==> src/inc/wkevt_pkg.sv <==
package wkevt_pkg;
  // Register map, byte offsets on the host register port
  localparam logic [7:0] PMC_OFFSET = 8'h84;
  localparam logic [7:0] HWCFG_OFFSET = 8'h74;
  localparam logic [7:0] BYTE_TEST_OFFSET = 8'h64;

  // Field positions in power_mgmt_control
  localparam int READY_BIT = 0;
  localparam int OUT_EN_BIT = 1;
  localparam int POL_BIT = 2;
  localparam int PULSE_BIT = 3;
  localparam int CAUSE_LO = 4;
  localparam int CAUSE_HI = 5;
  localparam int ENERGY_CAUSE = 4;
  localparam int FRAME_CAUSE = 5;

  // Reset values
  localparam logic [1:0] CAUSE_RESET = 2'h0;
  localparam logic CTRL_RESET = 1'b0;

  // Cause encodings
  localparam logic [1:0] CAUSE_NONE = 2'h0;
  localparam logic [1:0] CAUSE_ENERGY = 2'h1;
  localparam logic [1:0] CAUSE_FRAME = 2'h2;
  localparam logic [1:0] CAUSE_MULTI = 2'h3;

  // Power state encodings
  localparam logic [1:0] FULL_POWER_STATE = 2'h0;
  localparam logic [1:0] FRAME_WAKE_STATE = 2'h1;
  localparam logic [1:0] ENERGY_WAKE_STATE = 2'h2;
  localparam logic [1:0] RESERVED_STATE = 2'h3;

  // Timing
  localparam int CLK_MHZ = 250;
  localparam int PULSE_MS = 50;
  localparam int PULSE_CYCLES = PULSE_MS * CLK_MHZ * 1000;
  localparam int SETTLE_US = 2;
  localparam int SETTLE_CYCLES = SETTLE_US * CLK_MHZ;
  localparam int CNT_W = 24;

  typedef struct packed {
    logic [7:0] addr;
    logic wr;
    logic rd;
    logic [31:0] wdata;
  } wkevt_req_t;

  typedef struct packed {
    logic energy_event;
    logic frame_event;
    logic energy_pending;
    logic frame_pending;
    logic energy_wake_en;
    logic frame_wake_en;
  } wkevt_src_t;

  typedef enum logic [1:0] {WK_SETTLE, WK_READY, WK_ASLEEP} wkevt_state_t;
endpackage

==> src/hw/wkevt_ctrl.sv <==
`timescale 1ns/1ps
// Function
// [RQ1] Two-bit wake cause status at bits 5-4
// [RQ2] Writing one clears cause bit, zero keeps
// [RQ3] Cause clears only when ready in full power
// [RQ4] Cause clears only once its source cleared
// [RQ5] Pulse mode: output active 50 ms per event
// [RQ6] Static mode: output held until deactivated
// [RQ7] Cause clear or enable clear deactivates output
// [RQ8] Polarity bit 2 selects output active level
// [RQ9] Open-drain ignores polarity, active low
// [RQ10] Enable bit 1 gates the external pin
// [RQ11] Interrupt independent of output enable
// [RQ12] Ready bit 0 set only when accessible
// [RQ13] Control register readable in every power state
// [RQ14] Host polls ready after power-up and wake
// [RQ15] Host limited to two registers while unready
// [RQ16] Config register reads permitted while unready
// [RQ17] Power state encodings, 11b reserved
// [RQ18] Byte-test write wakes reduced-power device
// [RQ19] Enabled source raises interrupt regardless
// [RQ20] Ready drops in low power, returns settled
module wkevt_ctrl #(
  parameter int PULSE_LEN = wkevt_pkg::PULSE_CYCLES,
  parameter int SETTLE_LEN = wkevt_pkg::SETTLE_CYCLES
) (
  // Clock and reset
  input wire logic clk,
  input wire logic resetn,
  // Host register port
  input wkevt_pkg::wkevt_req_t host_req,
  output logic [31:0] host_rdata,
  output logic host_access_ok,
  // Power state and wake sources
  input wire logic [1:0] power_state_select,
  input wkevt_pkg::wkevt_src_t wake_src,
  input wire logic wake_output_buffer_type,
  // Outputs
  output logic wake_request,
  output logic wake_interrupt,
  output logic ready,
  output logic wake_event_output,
  output logic wake_event_oe
);
  wkevt_pkg::wkevt_state_t state;
  logic [1:0] wake_cause_status;
  logic wake_pulse_select;
  logic wake_output_polarity;
  logic wake_output_enable;
  logic wake_active;
  logic [wkevt_pkg::CNT_W-1:0] pulse_cnt;
  logic [wkevt_pkg::CNT_W-1:0] settle_cnt;
  logic pmc_wr;
  logic energy_hit;
  logic frame_hit;
  logic any_hit;
  logic clear_energy;
  logic clear_frame;
  logic [1:0] next_cause;
  logic deactivate;
  logic pin_active;

  function automatic logic addr_is(input logic [7:0] a, input logic [7:0] o);
    return a == o;
  endfunction

  assign pmc_wr = host_req.wr && addr_is(host_req.addr, wkevt_pkg::PMC_OFFSET);
  // Interrupt path ignores wake_output_enable
  assign energy_hit = wake_src.energy_event && wake_src.energy_wake_en; // RQ19
  assign frame_hit = wake_src.frame_event && wake_src.frame_wake_en; // RQ19
  assign any_hit = energy_hit || frame_hit;

  // Clear needs full power, ready, and a quiet source
  assign clear_energy = pmc_wr && host_req.wdata[wkevt_pkg::ENERGY_CAUSE] &&
    ready && power_state_select == wkevt_pkg::FULL_POWER_STATE && // RQ3
    !wake_src.energy_pending; // RQ4
  assign clear_frame = pmc_wr && host_req.wdata[wkevt_pkg::FRAME_CAUSE] &&
    ready && power_state_select == wkevt_pkg::FULL_POWER_STATE && // RQ3
    !wake_src.frame_pending; // RQ4

  // Set wins over a clear in the same cycle
  always_comb begin
    next_cause = wake_cause_status;
    if (clear_energy) begin
      next_cause[0] = 1'b0; // RQ2
    end
    if (clear_frame) begin
      next_cause[1] = 1'b0; // RQ2
    end
    if (energy_hit) begin
      next_cause[0] = 1'b1; // RQ1
    end
    if (frame_hit) begin
      next_cause[1] = 1'b1; // RQ1
    end
  end

  always_ff @(posedge clk) begin
    if (!resetn) begin
      wake_cause_status <= wkevt_pkg::CAUSE_RESET;
    end else begin
      wake_cause_status <= next_cause;
    end
  end

  always_ff @(posedge clk) begin
    if (!resetn) begin
      wake_pulse_select <= wkevt_pkg::CTRL_RESET;
      wake_output_polarity <= wkevt_pkg::CTRL_RESET;
      wake_output_enable <= wkevt_pkg::CTRL_RESET;
    end else if (pmc_wr) begin
      wake_pulse_select <= host_req.wdata[wkevt_pkg::PULSE_BIT];
      wake_output_polarity <= host_req.wdata[wkevt_pkg::POL_BIT];
      wake_output_enable <= host_req.wdata[wkevt_pkg::OUT_EN_BIT];
    end
  end

  // Indicator: static or timed pulse
  assign deactivate = (wake_cause_status != wkevt_pkg::CAUSE_NONE &&
    next_cause == wkevt_pkg::CAUSE_NONE) || !wake_output_enable; // RQ7

  always_ff @(posedge clk) begin
    if (!resetn) begin
      wake_active <= 1'b0;
      pulse_cnt <= '0;
    end else if (any_hit) begin
      wake_active <= 1'b1; // RQ6
      pulse_cnt <= wake_pulse_select ?
        wkevt_pkg::CNT_W'(PULSE_LEN) : '0; // RQ5
    end else if (deactivate) begin
      wake_active <= 1'b0; // RQ7
      pulse_cnt <= '0;
    end else if (pulse_cnt != '0) begin
      pulse_cnt <= pulse_cnt - 1'b1;
      if (pulse_cnt == wkevt_pkg::CNT_W'(1)) begin
        wake_active <= 1'b0; // RQ5
      end
    end
  end

  assign pin_active = wake_active && wake_output_enable; // RQ10

  // Open-drain pulls low only while active
  always_ff @(posedge clk) begin
    if (!resetn) begin
      wake_event_output <= 1'b1;
      wake_event_oe <= 1'b0;
    end else if (!wake_output_buffer_type) begin
      wake_event_output <= 1'b0; // RQ9
      wake_event_oe <= pin_active; // RQ9
    end else begin
      wake_event_output <= wake_output_polarity ?
        pin_active : !pin_active; // RQ8
      wake_event_oe <= 1'b1;
    end
  end

  assign wake_interrupt = wake_cause_status != wkevt_pkg::CAUSE_NONE; // RQ11

  // Ready sequencing
  always_ff @(posedge clk) begin
    if (!resetn) begin
      state <= wkevt_pkg::WK_SETTLE;
      settle_cnt <= '0;
    end else begin
      unique case (state)
        wkevt_pkg::WK_SETTLE: begin
          if (power_state_select != wkevt_pkg::FULL_POWER_STATE) begin
            state <= wkevt_pkg::WK_ASLEEP;
            settle_cnt <= '0;
          end else if (settle_cnt == wkevt_pkg::CNT_W'(SETTLE_LEN - 1)) begin
            state <= wkevt_pkg::WK_READY; // RQ20
          end else begin
            settle_cnt <= settle_cnt + 1'b1;
          end
        end
        wkevt_pkg::WK_READY: begin
          // Reserved code is treated as a sleep state, never as awake
          if (power_state_select != wkevt_pkg::FULL_POWER_STATE) begin
            state <= wkevt_pkg::WK_ASLEEP; // RQ17 RQ20
          end
        end
        wkevt_pkg::WK_ASLEEP: begin
          if (power_state_select == wkevt_pkg::FULL_POWER_STATE) begin
            state <= wkevt_pkg::WK_SETTLE;
            settle_cnt <= '0;
          end
        end
      endcase
    end
  end

  assign ready = state == wkevt_pkg::WK_READY; // RQ12

  // Only wake on byte-test writes outside full power
  always_ff @(posedge clk) begin
    if (!resetn) begin
      wake_request <= 1'b0;
    end else begin
      wake_request <= host_req.wr &&
        addr_is(host_req.addr, wkevt_pkg::BYTE_TEST_OFFSET) &&
        power_state_select != wkevt_pkg::FULL_POWER_STATE; // RQ18
    end
  end

  assign host_access_ok = ready ||
    addr_is(host_req.addr, wkevt_pkg::PMC_OFFSET) ||
    addr_is(host_req.addr, wkevt_pkg::HWCFG_OFFSET); // RQ15 RQ16

  // Reads answered in any state; other addresses return zero
  always_ff @(posedge clk) begin
    if (!resetn) begin
      host_rdata <= '0;
    end else if (host_req.rd &&
      addr_is(host_req.addr, wkevt_pkg::PMC_OFFSET)) begin
      host_rdata <= '0;
      host_rdata[wkevt_pkg::CAUSE_HI:wkevt_pkg::CAUSE_LO] <=
        wake_cause_status; // RQ13
      host_rdata[wkevt_pkg::PULSE_BIT] <= wake_pulse_select;
      host_rdata[wkevt_pkg::POL_BIT] <= wake_output_polarity;
      host_rdata[wkevt_pkg::OUT_EN_BIT] <= wake_output_enable;
      host_rdata[wkevt_pkg::READY_BIT] <= ready; // RQ14
    end else begin
      host_rdata <= '0;
    end
  end
endmodule

==> config.mk <==
export PLATFORM = sky130hd
export DESIGN_NAME = wkevt_ctrl
export DESIGN_NICKNAME = d
export VERILOG_FILES = /design/src/inc/wkevt_pkg.sv /design/src/hw/wkevt_ctrl.sv
export SDC_FILE = /design/constraint.sdc
export NUM_CORES = 1
export LEC_CHECK = 0
export ABC_AREA = 0
export BUFFER_PORTS_ARGS = -buffer_cell sky130_fd_sc_hd__buf_2
export CAP_MARGIN = 0
export CELL_PAD_IN_SITES_DETAIL_PLACEMENT = 0
export CELL_PAD_IN_SITES_GLOBAL_PLACEMENT = 1
export CORE_ASPECT_RATIO = 0.75
export CORE_MARGIN = 8
export CORE_UTILIZATION = 35
export DETAILED_ROUTE_END_ITERATION = 12
export GPL_TIMING_DRIVEN = 0
export PLACE_DENSITY = 0.86
export SYNTH_ARGS = -nofsm -noshare
export SYNTH_HDL_FRONTEND = slang
export SYNTH_SLANG_ARGS = --single-unit
==> constraint.sdc <==
create_clock -name clk -period 2.6 [get_ports clk]
set_clock_uncertainty 0.2 [all_clocks]
set_input_delay 0.52 -clock clk [delete_from_list [all_inputs] [get_ports clk]]
set_output_delay 0.52 -clock clk [all_outputs]
set_load 0.01 [all_outputs]
==> out/results.txt <==
Dpl hpwl = 6670 um
Count of distinct cell types in the synthesized netlist = 57
Crit path time final = 2.53 ns
FP Rows = 31
YS warnings = 0
Initial Utilization = 0.357
Detail Route Antenna Nets = 0
Syn_area_per_cell = 8.29 um2
Layout cells sized above 1 = 0.240
Ports = 91
Hold Crit Class = in -> reg
Clock slew at reported path FFs = 0.05 ns
Layout Cells excl Fill = 628
Final worst-path setup slack = 0.0698 ns
Critical Path Source Type = flop
CTS buffer count = 9
Port bufs = 36
FFs w/ async S/R, synth = 0
Via count = 3121
Synth top area share = 0.379
Top cells by area, synth = dfxtp_1 38%, buf_4 5.7%, a21oi_1 5.1%
Post-synthesis adder-cell area fraction = 0.0219
Clock Tree Buf Depth = 2
First-pass GRT wire length = 14800 um
Via/cell ratio = 4.97
Placement Setup Slack = -0.464 ns
Pwr Density = 565 nW/um2
Area after DPL = 3880 um2
Max VDD drop = 0.292 mV
# diodes = 0
Cell area after layout = 4370 um2
Placed instance count = 607
Drt first pass iters = 4
#FFs+latches synth = 65
Max cap viols = 0
Slew HR = 0.539
Number of enable flip-flop cells after synthesis = 0
Later-pin clock latency in the skew report = 0.33 ns
Fin nets = 551
Root buf cell = clkbuf_16
CTS tree = yes
Area grow syn2layout = 27.2%
WS Path Type = reg -> reg
Slew @ Worst Pin = 0.688 ns
Final Max Tran Viols = 0
Final Hold Violating Endpoints = 0
GRT Resource Usage Total = 0.141
Leading area contributor after synthesis = dfxtp_1
Most frequent cell after synthesis = dfxtp_1
Largest family of logic cells by synthesized area = simple AND/OR/NAND/NOR gates
Antenna violations before repair = 0
Mux cell area share after synthesis = 0.00292
Hold-fix buffers, CTS = 0
Core area = 9620 um2
DR iter-0 viols = 260
Die area = 13300 um2
Post-synth top cells = 65 x dfxtp_1, 43 x nor2_1, 40 x nand2_1
Remaining DRCs = 0
RSZ-0062 raised after global routing = true
Crit end category = flop
Mapped Area = 3430 um2
Run status = finished, final reports clean
Register Area = 1310 um2
Clock Sinks = 65
Sequential-to-total area share from yosys stat = 0.379
WL per Instance = 14.3 um
Worst Path Max Fanout = 6
Vias in the first global route = 3052
Prevailing post-synth register cell = dfxtp_1
CP arrival = 2.54 ns
Die Y = 102 um
Grt ovf = 0
Area of the multi-input gates = 2090 um2
Fmax = 0.395 GHz
Compound-cell area share of the yosys netlist = 0.135
Post-synthesis simple-gate area fraction = 0.300
# fillers = 957
GP Congestion = 0.868
Pleak = 1.76 nW
Final number of setup-violating endpoints = 0
Chip width = 130 um
Gate Count Post-Synth = 414
Fin crit share = 0.973
H-tree depth = 3
Required time of the critical path = 2.61 ns
Total negative slack = 0 ns
Post-Route WL = 9000 um
Largest net degree at the start of global routing = 11
XOR/XNOR share of the synthesized area = 0.0765
[area by class of cell]
| cell class | count | area share |
|---|---|---|
| sequential | 65 | 0.300 |
| clock inverter | 2 | 0.00286 |
| inverter | 9 | 0.00773 |
| buffer | 37 | 0.0587 |
| clock buffer | 13 | 0.0619 |
| multi-input combinational | 327 | 0.478 |
| timing repair buffer | 43 | 0.0533 |
| tap | 132 | 0.0378 |
[flip-flops by register name, summed over array words and instances, names as in the netlist]
register              count
host_rdata                6
pulse_cnt                24
settle_cnt               24
state                     2
wake_active               1
wake_cause_status         2
wake_event_oe             1
wake_event_output         1
wake_output_enable        1
wake_output_polarity      1
wake_pulse_select         1
wake_request              1
[final timing paths]
check / from / end / slack (ns) / cells past startpoint
max: settle_cnt[1] / settle_cnt[16] / 0.07 / 7
min: wake_output_buffer_type / wake_event_oe / 0.24 / 3
max reg2reg: settle_cnt[1] / settle_cnt[16] / 0.07 / 7
min reg2reg: wake_output_polarity / wake_output_polarity / 0.29 / 2
[power breakdown]
part | leakage [nW] | switching, mW | internal, mW
sequential | 0.528 | 0.00862 | 1.01
combinational | 1.10 | 0.180 | 0.129
clock | 0.138 | 0.428 | 0.716
[routing by layer]
metal | track usage | vias up | wire length (um)
met5 | 0 | - | 0
met4 | 0.0431 | 0 | 98
met3 | 0.0410 | 9 | 559
met2 | 0.212 | 87 | 3740
met1 | 0.191 | 1436 | 4600
li1 | - | 1589 | -
[layout by cell type (no fill, tap or decap), types with 10 or more instances in the layout]
master,Yosys,routed
nor3_1,12,12
dfxtp_1,65,61
or3_1,10,10
buf_4,26,35
conb_1,1,26
a21oi_1,35,34
xor2_1,18,18
nand4_1,13,13
nand3_1,13,12
xnor2_1,12,12
buf_2,4,37
nor2_1,43,43
nand2_1,40,39
[what timing repair did]
action	in CTS	in global routing
resized for setup	24	13
endpoints found under the setup margin	51	43
pin swaps	3	5
buffers inserted	5	2
[critical path, cell delays in order, from the launching register on]
cell and delay (ns):
dfxtp_4 0.38, ha_4 0.16, or4b_4 0.47, or4_1 0.43, o31ai_2 0.21, buf_4 0.19, nor3_1 0.06, a311o_1 0.32
[kinds of logic after synthesis]
group,after synthesis
other,1
buffers and inverters,47
AND/OR/NAND/NOR,192
flip-flops,65
XOR/XNOR,30
multiplexers,1
AO/OA/AOI/OAI,72
adder cells (fa/ha/maj),6
[stage by stage]
stage | hold slack (ns) | total power, mW | utilization
3_3_place_gp | 0.260 | 1.28 | 0.403
2_1_floorplan | 0.245 | 1.21 | -
3_5_place_dp | 0.274 | 1.29 | 0.403
6_report | 0.236 | 2.47 | 0.454
5_1_grt | 0.247 | 2.56 | 0.454
4_1_cts | 0.245 | 2.46 | 0.447
Power figures use the tool's default switching activity.
